<file path="config.mk">
export PLATFORM = sky130hd
export DESIGN_NAME = scd_decoder
export DESIGN_NICKNAME = d
export VERILOG_FILES = /design/src/scd_pkg.sv /design/src/scd_sync.sv /design/src/scd_decoder.sv
export SDC_FILE = /design/constraint.sdc
export NUM_CORES = 1
export LEC_CHECK = 0
export BUFFER_PORTS_ARGS = -buffer_cell sky130_fd_sc_hd__buf_2
export CAP_MARGIN = 20
export CORE_UTILIZATION = 35
export CTS_CLUSTER_SIZE = 24
export DETAILED_ROUTE_END_ITERATION = 10
export PLACE_DENSITY = 0.61
export SETUP_SLACK_MARGIN = 0.3
export SYNTH_ARGS = -nofsm -noshare
export SYNTH_HDL_FRONTEND = slang
export SYNTH_SLANG_ARGS = --single-unit
</file>
<file path="constraint.sdc">
create_clock -name clk -period 3.19 [get_ports clk]
set_input_delay 0.638 -clock clk [delete_from_list [all_inputs] [get_ports clk]]
set_output_delay 0.638 -clock clk [all_outputs]
set_load 0.02 [all_outputs]
</file>
<file path="src/scd_pkg.sv">
// Constants and types for the synchronous DRAM command decoder.
// Assumes a single 100 MHz clock; asynchronous pin inputs are synchronised inside the decoder.
// Functional notes
// - Command pins sampled only on rising clock
// - Strobe patterns decode into the command set
// - Ordinary commands need previous clock gate high
// - Current clock gate splits refresh/self-refresh
// - Burst stop only during full-page burst
// - Clock gate low in burst means suspend
// - Precharge: auto-close bit selects one/all banks
// - Read/write auto-close bit requests auto-precharge
`default_nettype none

package scd_pkg;

    // ==========================================================
    // Sizes
    localparam int SCD_BANKS     = 4;
    localparam int SCD_ADDR_W    = 13;
    localparam int SCD_AUTO_BIT  = 10;
    localparam int SCD_BURST_DEF = 4;

    // ==========================================================
    // Decoded commands, one-hot
    typedef enum logic [10:0] {
        SCD_CMD_NONE     = 11'h001,
        SCD_CMD_ACT      = 11'h002,
        SCD_CMD_PRE      = 11'h004,
        SCD_CMD_READ     = 11'h008,
        SCD_CMD_WRITE    = 11'h010,
        SCD_CMD_MRS      = 11'h020,
        SCD_CMD_REF      = 11'h040,
        SCD_CMD_SELF     = 11'h080,
        SCD_CMD_STOP     = 11'h100,
        SCD_CMD_NOP      = 11'h200,
        SCD_CMD_DESEL    = 11'h400
    } scd_cmd_type;

    // ==========================================================
    // Device power state, one-hot
    typedef enum logic [3:0] {
        SCD_ST_RUN     = 4'h1,
        SCD_ST_SUSPEND = 4'h2,
        SCD_ST_PDOWN   = 4'h4,
        SCD_ST_SELF    = 4'h8
    } scd_state_type;

endpackage

`default_nettype wire

</file>
<file path="src/scd_sync.sv">
// Two flip-flop synchroniser for a bus of pin levels.
// Assumes the pins are asynchronous to clk.
`default_nettype none

module scd_sync #(
    parameter int WIDTH = 1
) (
    input  wire logic             clk,
    input  wire logic             rst_b,
    input  wire logic [WIDTH-1:0] pin,
    output logic      [WIDTH-1:0] level
);
    timeunit 1ns;
    timeprecision 100ps;

    // Refuse an empty bus
    if (WIDTH < 1) begin : g_width_check
        $error("scd_sync: WIDTH must be at least one");
    end

    typedef struct packed {
        logic [WIDTH-1:0] meta;
        logic [WIDTH-1:0] held;
    } scd_sync_type;

    scd_sync_type state;
    scd_sync_type next_state;

    // ==========================================================
    // Next state: first stage read only by the second
    always_comb begin
        next_state      = state;
        next_state.meta = pin;
        next_state.held = state.meta;
    end

    // Register
    always_ff @(posedge clk or negedge rst_b) begin
        if (!rst_b) begin
            state <= '0;
        end else begin
            state <= next_state;
        end
    end

    assign level = state.held;
endmodule

`default_nettype wire

</file>
<file path="src/scd_decoder.sv">
// Command decoder of a synchronous DRAM: decodes control pins per clock.
// Assumes pins come from an outside controller, asynchronous to clk.
`default_nettype none

module scd_decoder #(
    parameter int BURST_LEN = scd_pkg::SCD_BURST_DEF,
    parameter bit FULL_PAGE = 1'b0
) (
    input  wire logic                            clk,
    input  wire logic                            rst_b,
    input  wire logic                            chip_sel_b,
    input  wire logic                            row_strobe_b,
    input  wire logic                            col_strobe_b,
    input  wire logic                            write_en_b,
    input  wire logic                            clock_gate_now,
    input  wire logic                            bank_select_lo,
    input  wire logic                            bank_select_hi,
    input  wire logic [scd_pkg::SCD_ADDR_W-1:0]  addr,
    input  wire logic                            low_byte_mask,
    input  wire logic                            high_byte_mask,
    output logic      [10:0]                     cmd,
    output logic                                 cmd_illegal,
    output logic      [1:0]                      cmd_bank,
    output logic      [scd_pkg::SCD_BANKS-1:0]   bank_open,
    output logic                                 auto_close,
    output logic                                 burst_busy,
    output logic      [3:0]                      power_state,
    output logic                                 low_byte_en,
    output logic                                 high_byte_en
);
    timeunit 1ns;
    timeprecision 100ps;

    localparam int PW = 6 + scd_pkg::SCD_ADDR_W;

    // Refuse burst lengths the eight-bit beat counter cannot hold
    if (BURST_LEN < 1 || BURST_LEN > 255) begin : g_len_check
        $error("scd_decoder: BURST_LEN out of range");
    end

    typedef struct packed {
        logic                          gate_prev;
        scd_pkg::scd_cmd_type          cmd;
        logic                          illegal;
        logic [1:0]                    bank;
        logic [scd_pkg::SCD_BANKS-1:0] open;
        logic [scd_pkg::SCD_BANKS-1:0] close_pend;
        logic                          auto;
        logic [7:0]                    burst_cnt;
        logic                          burst_full;
        logic                          busy;
        scd_pkg::scd_state_type        pstate;
        logic                          lo_en;
        logic                          hi_en;
    } scd_dec_type;

    scd_dec_type state;
    scd_dec_type next_state;
    logic [PW-1:0] pins;
    logic [PW-1:0] raw;

    // ==========================================================
    // Pin synchronisation; sampling only at rising edges
    assign raw = {chip_sel_b, row_strobe_b, col_strobe_b, write_en_b,
                  clock_gate_now, bank_select_hi, addr};

    scd_sync #(.WIDTH(PW)) u_sync (
        .clk   (clk),
        .rst_b (rst_b),
        .pin   (raw),
        .level (pins)
    );

    logic                         s_cs, s_ras, s_cas, s_we, s_now;
    logic [1:0]                   s_bank;
    logic [scd_pkg::SCD_ADDR_W-1:0] s_addr;
    logic                         lo_sync, m_lo, m_hi;

    // Bank low bit and masks ride a second synchroniser
    scd_sync #(.WIDTH(3)) u_sync_b (
        .clk   (clk),
        .rst_b (rst_b),
        .pin   ({bank_select_lo, low_byte_mask, high_byte_mask}),
        .level ({lo_sync, m_lo, m_hi})
    );

    assign {s_cs, s_ras, s_cas, s_we, s_now, s_bank[1], s_addr} = pins;
    assign s_bank[0] = lo_sync;

    // ==========================================================
    // Decode and track bank and power state
    always_comb begin
        logic                   any_open;
        logic                   in_burst;
        logic                   a10;
        scd_pkg::scd_cmd_type   c;
        logic                   bad;
        any_open   = |state.open;
        in_burst   = state.burst_cnt != 8'h00 || state.burst_full;
        a10        = s_addr[scd_pkg::SCD_AUTO_BIT];
        c          = scd_pkg::SCD_CMD_NONE;
        bad        = 1'b0;
        next_state = state;
        next_state.gate_prev = s_now;
        next_state.bank = s_bank;
        next_state.auto = 1'b0;

        case (state.pstate)
            scd_pkg::SCD_ST_RUN: begin
                if (state.gate_prev) begin
                    // Strobe decode with chip select low
                    if (s_cs) begin
                        c = scd_pkg::SCD_CMD_DESEL;
                    end else begin
                        case ({s_ras, s_cas, s_we})
                            3'b011: c = scd_pkg::SCD_CMD_ACT;
                            3'b010: c = scd_pkg::SCD_CMD_PRE;
                            3'b101: c = scd_pkg::SCD_CMD_READ;
                            3'b100: c = scd_pkg::SCD_CMD_WRITE;
                            3'b000: c = scd_pkg::SCD_CMD_MRS;
                            3'b001: c = s_now ? scd_pkg::SCD_CMD_REF
                                              : scd_pkg::SCD_CMD_SELF;
                            3'b111: c = scd_pkg::SCD_CMD_NOP;
                            default: c = scd_pkg::SCD_CMD_STOP;
                        endcase
                    end
                    case (c)
                        scd_pkg::SCD_CMD_ACT: begin
                            bad = state.open[s_bank];
                            next_state.open[s_bank] = 1'b1;
                        end
                        scd_pkg::SCD_CMD_PRE: begin
                            if (a10) begin
                                next_state.open = '0;
                            end else begin
                                next_state.open[s_bank] = 1'b0;
                            end
                        end
                        scd_pkg::SCD_CMD_READ,
                        scd_pkg::SCD_CMD_WRITE: begin
                            bad = !state.open[s_bank];
                            next_state.auto = a10;
                            next_state.close_pend = '0;
                            next_state.close_pend[s_bank] = a10;
                            next_state.burst_full = FULL_PAGE;
                            next_state.burst_cnt  = 8'(BURST_LEN);
                        end
                        scd_pkg::SCD_CMD_MRS,
                        scd_pkg::SCD_CMD_REF,
                        scd_pkg::SCD_CMD_SELF: begin
                            bad = any_open;
                            if (!any_open &&
                                c == scd_pkg::SCD_CMD_SELF) begin
                                next_state.pstate = scd_pkg::SCD_ST_SELF;
                            end
                        end
                        scd_pkg::SCD_CMD_STOP: begin
                            bad = !state.burst_full;
                            next_state.burst_full = 1'b0;
                            next_state.burst_cnt  = 8'h00;
                        end
                        default: begin
                        end
                    endcase
                    // Clock gate low, other than self refresh: suspend in burst, else power-down;
                    // a burst that starts this cycle counts as running
                    if (!s_now && c != scd_pkg::SCD_CMD_SELF) begin
                        next_state.pstate =
                            (in_burst || c == scd_pkg::SCD_CMD_READ ||
                             c == scd_pkg::SCD_CMD_WRITE)
                            ? scd_pkg::SCD_ST_SUSPEND
                            : scd_pkg::SCD_ST_PDOWN;
                    end
                end
            end
            scd_pkg::SCD_ST_SUSPEND,
            scd_pkg::SCD_ST_PDOWN,
            scd_pkg::SCD_ST_SELF: begin
                // Commands ignored; exit when clock gate returns high
                if (s_now) begin
                    next_state.pstate = scd_pkg::SCD_ST_RUN;
                end
            end
            default: next_state.pstate = scd_pkg::SCD_ST_RUN;
        endcase

        // Burst progress, frozen while suspended
        if (state.pstate == scd_pkg::SCD_ST_RUN &&
            c != scd_pkg::SCD_CMD_READ && c != scd_pkg::SCD_CMD_WRITE &&
            state.burst_cnt != 8'h00 && !state.burst_full) begin
            next_state.burst_cnt = state.burst_cnt - 8'h01;
            if (state.burst_cnt == 8'h01) begin
                // Auto-close, but a bank activated this cycle stays open
                next_state.open = next_state.open & ~(state.close_pend &
                    ~(next_state.open & ~state.open));
                next_state.close_pend = '0;
            end
        end

        // Burst flag registered so the output comes from a flip-flop
        next_state.busy = next_state.burst_cnt != 8'h00 ||
                          next_state.burst_full;
        next_state.cmd     = c;
        next_state.illegal = bad;
        // Mask low enables data only while any bank is open
        next_state.lo_en = !m_lo && |next_state.open;
        next_state.hi_en = !m_hi && |next_state.open;
    end

    // Register
    always_ff @(posedge clk or negedge rst_b) begin
        if (!rst_b) begin
            state        <= '0;
            state.cmd    <= scd_pkg::SCD_CMD_NONE;
            state.pstate <= scd_pkg::SCD_ST_RUN;
        end else begin
            state <= next_state;
        end
    end

    assign cmd          = state.cmd;
    assign cmd_illegal  = state.illegal;
    assign cmd_bank     = state.bank;
    assign bank_open    = state.open;
    assign auto_close   = state.auto;
    assign burst_busy   = state.busy;
    assign power_state  = state.pstate;
    assign low_byte_en  = state.lo_en;
    assign high_byte_en = state.hi_en;
endmodule

`default_nettype wire

</file>
* Yosys cells after proc, flatten, opt, wreduce, memory -nomap -nowiden
Index checks and enable logic that the tools add are counted.
** Storage, ports and cells
- Register bits :: 84
- Input bits :: 24
- Output and inout bits :: 26
- Logic and storage cells :: 114
** Cells by class
- $add $sub $neg :: 1
- $lt $le $gt $ge :: 2
- Equal/unequal tests :: 26
- Multiplexer cells :: 30
- Bitwise operators :: 10
- Reductions and logical operators :: 28
** Operators with widths (count)
- 10-bit case mux with 7 select lines :: 1
- 11-bit 2-to-1 mux :: 5
- 18-bit 2-to-1 mux :: 2
- 8-bit 2-to-1 mux :: 4
- 4-bit 2-to-1 mux :: 6
- 4-bit AND :: 5
- 9-bit case mux with 2 select lines :: 1
- 4-bit inverter :: 4
- 4-bit case mux with 2 select lines :: 2
- 8-bit nonzero test :: 2
- 11-bit by 2-bit equality test with 1-bit output, second input constant :: 1
- 11-bit by 3-bit equality test with 1-bit output, second input constant :: 1
- 11-bit by 4-bit equality test with 1-bit output, second input constant :: 1
- 11-bit by 5-bit equality test with 1-bit output, second input constant :: 1
- 11-bit by 6-bit equality test with 1-bit output, second input constant :: 1
- 11-bit by 7-bit equality test with 1-bit output, second input constant :: 1
- 11-bit by 8-bit equality test with 1-bit output, second input constant :: 1
- 11-bit by 9-bit equality test with 1-bit output, second input constant :: 1
- 11-bit by 4-bit inequality test with 1-bit output, second input constant :: 1
- 11-bit by 5-bit inequality test with 1-bit output, second input constant :: 1
- 11-bit by 8-bit inequality test with 1-bit output, second input constant :: 1
- 3-bit equality test, second input constant :: 3
- 1-bit logical AND :: 9
- 8-bit by 1-bit equality test with 1-bit output, second input constant :: 1
- other kinds (27) :: 41

* Depth between registers and ports, before layout
Gate-level depths: netlist of the first run.
- Depth after elaboration :: 19
- Gate-level depth with buffers :: 9
- Mapped depth without buffers :: 8

* Cells and area by module
A second synthesis of the first run with hierarchy kept.
** Second synthesis, totals
- Cells, all modules :: 259
- Area total of the unflattened synthesis :: 3244.4 µm²
** Modules (own cells, without submodules)
- scd_decoder :: times used 1, cells an instance 215, area each 2143.3 µm², seq. area each 1003.5 µm²
- scd_sync (u_sync) :: times used 1, cells an instance 38, area each 950.9 µm², seq. area each 950.9 µm²
- scd_sync (u_sync_b) :: times used 1, cells an instance 6, area each 150.1 µm², seq. area each 150.1 µm²

* Least setup slack after synthesis of the first run
Ideal clock, no wire load.
- Path kind :: flip-flop to flip-flop
- Start point :: reg state (netlist bit power_state[0])
- End point :: reg state (netlist bit burst_busy)
- Setup time :: 0.133 ns
- Arrival time :: 1.981 ns
- Data required time :: 3.057 ns
- Slack :: 1.076 ns
- Cell stages (with the launch flop) :: 8
- Buffers on the path :: 1
- Period minus slack after synthesis :: 2.114 ns
- Cells stage by stage :: dfstp_2 -> or4b_4 -> a2111o_1 -> buf_6 -> nand2_4 -> o21ai_1 -> a21o_1 -> nand4bb_1
** RTL lines
- from (decl) :: RTL line scd_decoder.sv:57 : scd_dec_type state;
- from (signal assigned) :: RTL line scd_decoder.sv:217 : state <= next_state;

==> impl_metrics.csv, run 1 <==
group,metric,value,unit
finish,area_delta_synth_final,12.6,%
critical_path,crit_chain,"inv_1 -> ha_1 -> nor3b_1 -> a2111o_1 -> nor2_1 -> xor2_1 -> o21ai_0 -> nand4bb_1",
finish,fillers,723,
synth,avgSynthCellArea,10.7,sq um
finish,nets,301,
synth,synth_top_cell_area_share,53.1,%
drt,vias,1912,
floorplanning,die-area,8170,sq um
timing,skew,0.00873,ns
power,p_clk_share,25.6,%
finish,fin_area,3080,sq um
power,ir_drop,328,uV
finish,fin_cells,379,
synth,synth_area_leader_cell,"dfrtp_1",
critical_path,worstSetupStartpointType,"flop",
placed_design,gp_congestion,0.833,
power,internal_power,1.68,mW
timing,slew_viol_final,0,
synth,synth_cells,255,
synth,ys_seq_area_share,55.0,%
clock_tree,cts_root_buf,"clkbuf_8",
drt,firstDrtPassIters,4,
synth,syn_nets,281,
critical_path,crit_type,"flop to flop",
critical_path,slowest_delay,0.64,ns
critical_path,worstPathArrival,2.77,ns
synth,yosys_warnings,0,
timing,post-route-min-period,2.54,ns
power,netSwitchingFraction,39.3,%
finish,multi_input_area,992,sq um
placed_design,dpl.hpwl,3.63,mm
placed_design,dp_cells,362,
timing,finalSetupViolCount,0,
floorplanning,rows,31,
status,status,"complete, no violations",
finish,drive_gt1_share,25.0,%
power,p_switching,1.09,mW
timing,rsz0062_at_grt,"no",
worst_hold_path,min_path_type,"input pin to asynchronous set/reset pin",
power,p_comb_share,35.5,%
drt,routedWlPerCell,13.6,microns
clock_tree,clock_latency,0.35,ns
global_routing,grt_max_degree,51,
synth,synth_cell_types,57,
critical_path,timing.rr.start,"state[8]",
power,p_leak,1.42,nW
drt,drt-initial-drc-count,86,
synth,ys_seq_elements,60,
synth,yosys-top-cells-count,"dfrtp_1 (58), buf_4 (23), nand2_1 (17)",
clock_tree,clk_pin_slew,0.07,ns
synth,yosysMostFrequentCell,"dfrtp_1",
critical_path,crit_fanout,19,
global_routing,grt_overflow,0,
synth,synth-edff-count,0,
timing,relSlewSlack,57.4,%
global_routing,use_met1,18.9,%
timing,hold_viol,0,
drt,antenna_left,0,
drt,wirelength,5.17,mm
finish,ff_latch_area,1500,sq um
clock_tree,hold_buffers,0,
critical_path,critPathSlowestCell,"a2111o_1",
global_routing,grt_pass1_wl,8.74,mm
placed_design,dpl_cell_area,2840,sq um
clock_tree,cts_buffer_depth,2,
timing,finalSetupTns,0,ns
clock_tree,post-cts-setup-buffers,0,
run,maxCapViolations,0,
critical_path,worstPathRequired,3.41,ns
global_routing,grt_use_met3,5.39,%
floorplanning,initial_core_util,36.9,%
drt,drc,0,
finish,diodes,0,
clock_tree,cts_tree,"yes",
drt,vias_per_cell,5.04,
floorplanning,core-area,7410,sq um
global_routing,met2_usage,20.4,%
timing,timing.fmax,0.393,GHz
floorplanning,die_h,90.4,microns
global_routing,grt_usage,14.0,%
power,p_seq_share,38.9,%
synth,synthFlopType,"dfrtp_1",
global_routing,grt_pass1_vias,1785,
power,p_per_area,899,nW/um^2
floorplanning,ioPinCount,50,
global_routing,grt-busiest-layer,"met2",
synth,netlist_area,2730,sq um
clock_tree,htreeDepth,3,
clock_tree,cts.sinks,60,
floorplanning,die_w,90.4,microns
timing,holdWs,0.291,ns
synth,async_flop_share,100,%
critical_path,cp-end-kind,"flop",
clock_tree,cts_made_buffers,9,
clock_tree,postCtsResizedCells,0,
timing,min_period_over_period,79.7,%
placed_design,port_buffers,37,
global_routing,antenna_found_initial,0,
synth,synthTopCellsByArea,"dfrtp_1 (53%), buf_4 (6.3%), nand2_1 (2.3%)",
critical_path,startpoint,"state[8]",
critical_path,r2r_slack,0.65,ns
timing,worstMarginPinSlew,0.639,ns
-- stage by stage --
step                setup WS, ns  power, mW  util (%)
detailed placement         0.660       2.07      38.4
CTS                        0.624       2.80      41.2
global route               0.447       2.97      41.5
finish                     0.648       2.77      41.5
global placement           0.682       2.05      38.4
floorplan                   1.08       1.91         -
-- layout by cell type, fill, tap and decap left out, types with 2 or more instances in the layout --
cell type,instances
dfstp_2,2
nand4_1,2
a31oi_1,7
a211oi_1,2
o32ai_1,2
nor4_1,2
nand2_1,17
or3_1,3
and3_1,4
o31ai_1,2
inv_6,2
clkbuf_8,9
o21ai_1,9
nor2_1,14
inv_1,7
and2_1,5
xor2_1,2
o21a_1,2
a21oi_1,11
nand3_1,12
nor3_1,11
buf_2,37
nor2b_1,5
dfrtp_1,58
nor3b_1,3
xnor2_1,2
ha_1,2
o21ai_0,8
clkinv_4,2
a21o_1,2
o41ai_1,2
or2_2,2
-- worst paths after layout --
path | end | depth (start not counted)
worst min-delay path | cmd[8] | 1
worst max-delay path | burst_busy | 8
worst max register to register | burst_busy | 8
min in group clk | u_sync.level[15] | 0
worst min register to register | u_sync.level[15] | 0
max in group asynchronous | cmd[0] | 2
-- registers in the layout (all words and copies together) (netlist names), 2 cells and up --
register,cells
u_sync_b.level,3
cmd_bank,2
bank_open,4
cmd,11
u_sync_b.next_state,3
power_state,4
u_sync.next_state,7
state,14
u_sync.level,7
-- critical path, delay by kind of cell (launching register included) --
kind                     cells  cell delay [ns]
AO/OA/AOI/OAI                2             0.84
AND/OR/NAND/NOR              3             0.69
flip-flops                   1             0.45
adder cells (fa/ha/maj)      1             0.18
XOR/XNOR                     1             0.17
buffers and inverters        1             0.09
-- power by group through the flow --
stage | logic (mW) | clock network [mW] | registers, mW
final | 0.983 | 0.708 | 1.08
after global placement | 0.965 | 0 | 1.08
after global routing | 1.10 | 0.773 | 1.10
after detailed placement | 0.986 | 0 | 1.09
after floorplan | 0.849 | 0 | 1.06
after CTS | 0.991 | 0.729 | 1.08
-- area by class of cell --
cell class,count,area share (%)
flip-flops and latches,60,48.9
multi-input cells,157,32.2
repair buffers,39,7.15
clock buffers,9,4.02
well taps,99,4.02
clock inverters,7,2.72
inverters,8,0.976
-- per-layer routing --
layer / part of all wire, % / vias up
met1: 49 / 901
met4: 1.6 / 0
li1: - / 938
met5: 0 / -
met2: 43 / 63
met3: 5.7 / 10
-- kinds of logic (layout without fill, tap and decap cells) --
family / after synthesis / after routing / share of synthesized area, %
buffers and inverters: 38 / 63 / 8.70
flip-flops: 60 / 60 / 55.0
XOR/XNOR: 4 / 4 / 1.28
adder cells (fa/ha/maj): 2 / 2 / 0.915
AND/OR/NAND/NOR: 91 / 91 / 18.9
AO/OA/AOI/OAI: 58 / 58 / 14.0
multiplexers: 2 / 2 / 1.24
Power figures use the tool's default switching activity.
==> inputs of run 2 (changes only) <==
clock period = 2.44 ns   (was 3.19 ns; I/O delays follow)
==> run 2 against run 1 <==
Against the previous run: wire length grew 12%; combinational power grew 82%; non-clock buffer count increased by 17; core utilization rose by 4.3 points; sequential cell count did not move; worst hold slack worse by 0.13 ns; via count is 2.9% higher.
==> impl_metrics.csv, run 2 (same netlist as run 1, synthesis figures left out) <==
group,metric,value,unit
global_routing,grt_overflow,0,
critical_path,worstPathRequired,2.71,ns
timing,finalSetupTns,0,ns
timing,worstMarginPinSlew,0.632,ns
clock_tree,hold_buffers,0,
finish,nets,318,
drt,firstDrtPassIters,4,
finish,diodes,0,
clock_tree,clock_latency,0.34,ns
critical_path,crit_fanout,6,
clock_tree,htreeDepth,3,
timing,fin_ws,0.146,ns
critical_path,critPathSlowestCell,"dfstp_2",
floorplanning,core-area,7410,sq um
finish,area_delta_synth_final,24.3,%
run,maxCapViolations,0,
drt,wirelength,5.78,mm
clock_tree,cts_made_buffers,9,
clock_tree,cts_buffer_depth,2,
global_routing,antenna_found_initial,0,
clock_tree,cts.sinks,60,
finish,final_common_cell,"dfrtp_1",
timing,finalSetupViolCount,0,
finish,drive_gt1_share,37.0,%
critical_path,r2r_cells,7,
finish,regMostFlops,"state",
timing,post-route-min-period,2.29,ns
global_routing,grt_max_degree,34,
finish,fillers,675,
power,p_per_area,1240,nW/um^2
critical_path,crit_chain,"or4b_4 -> a2111o_1 -> buf_6 -> buf_6 -> a21o_1 -> o311ai_2 -> nand4bb_1",
global_routing,grt_pass1_wl,9.63,mm
floorplanning,die_h,90.4,microns
status,status,"complete, no violations",
global_routing,grt_pass1_vias,1932,
drt,routedWlPerCell,14.6,microns
critical_path,worstSetupStartpointType,"flop",
critical_path,cp_common_cell,"buf_6",
clock_tree,clk_pin_slew,0.07,ns
placed_design,dpl.hpwl,3.83,mm
critical_path,cp-end-kind,"flop",
finish,top_regs,"state x14, cmd x11",
timing,skew,0.00758,ns
clock_tree,cts_tree,"yes",
placed_design,dp_slack,0.114,ns
placed_design,gp_congestion,0.897,
power,ir_drop,345,uV
placed_design,port_buffers,37,
timing,slew_viol_final,0,
critical_path,worstPathArrival,2.57,ns
timing,hold_viol,0,
finish,largest_reg_flops,14,
drt,vias,1968,
timing,relSlewSlack,57.5,%
drt,antenna_left,0,
power,p_leak,1.56,nW
floorplanning,die_w,90.4,microns
critical_path,crit_type,"flop to flop",
drt,drt-initial-drc-count,110,
timing,timing.fmax,0.436,GHz
floorplanning,initial_core_util,36.9,%
worst_hold_path,min_path_type,"input pin to asynchronous set/reset pin",
timing,min_period_over_period,94.0,%
drt,drc,0,
finish,mostFrequentLayoutCells,"dfrtp_1 (55), buf_2 (37), nand2_1 (17)",
drt,vias_per_cell,4.97,
timing,rsz0062_at_grt,"yes",
floorplanning,rows,31,
floorplanning,ioPinCount,50,
critical_path,slowest_delay,0.53,ns
floorplanning,die-area,8170,sq um
clock_tree,cts_root_buf,"clkbuf_8",
global_routing,grt_usage,15.2,%
run 2: cell count changes in the layout (fill, tap and decap cells not counted), moves of 3 or more:
| cell | before | now |
|---|---|---|
| buf_4 | 1 | 14 |
| buf_6 | 0 | 4 |
| dfrtp_1 | 58 | 55 |
| dfrtp_2 | 0 | 3 |
| o21ai_0 | 8 | 5 |
run 2: timing repair:
item / 4_1_cts / 5_1_grt
endpoints found under the setup margin: 8 / 16
pin swaps: 2 / 10
setup buffers: 5 / 4
gates resized for setup: 9 / 33
run 2: path summary, 6_finish.rpt:
kind                                             from                     end  slack [ns]
worst max-delay path                   power_state[0]              burst_busy        0.15
worst min-delay path                            rst_b               state[13]        0.16
worst max register to register         power_state[0]              burst_busy        0.15
worst min register to register  u_sync.next_state[18]        u_sync.level[18]        0.35
max in group asynchronous                       rst_b        u_sync.level[16]        1.70
min in group clk                       high_byte_mask  u_sync_b.next_state[0]        0.24
run 2: layer usage:
metal  vias to the layer above  part of all wire, %  wire length, microns  global-route usage [%]
met3                        12                  4.2                   245                    3.62
met5                         -                    0                     0                       0
met4                         0                  2.1                   119                    6.85
met1                       933                   47                  2740                    19.8
li1                        966                    -                     -                       -
met2                        57                   46                  2670                    23.8
run 2: worst max-delay path: cells and delay by family, from the launching register on:
kind	cells	cell delay, ns
AOI/OAI and AO/OA	3	0.75
buffers and inverters	2	0.29
DFF	1	0.53
and+or+nand+nor	2	0.64
run 2: stage by stage:
stage	util, %	power [mW]	std cells	hold WS, ns	area (sq um)
final	45.9	4.20	396	0.159	3400
after global routing	45.9	4.48	396	0.206	3400
after CTS	43.6	3.98	392	0.172	3230
after detailed placement	39.5	2.79	371	0.335	2920
after global placement	39.5	2.77	371	0.333	2920
after floorplan	-	2.50	255	0.192	2730
run 2: power breakdown:
group	leakage [nW]	total, mW	internal (mW)	switching [mW]
logic	0.704	1.79	0.838	0.948
clock network	0.110	0.999	0.581	0.418
registers	0.749	1.41	1.19	0.221
run 2: layout make-up:
class	instances	area [sq um]	area share, %
Clock buffer	9	124	3.65
Clock inverter	7	98.8	2.91
Inverter	8	30.0	0.884
Multi-Input combinational cell	157	1160	34.1
Sequential cell	60	1510	44.4
Tap cell	99	124	3.65
Timing Repair Buffer	56	355	10.5
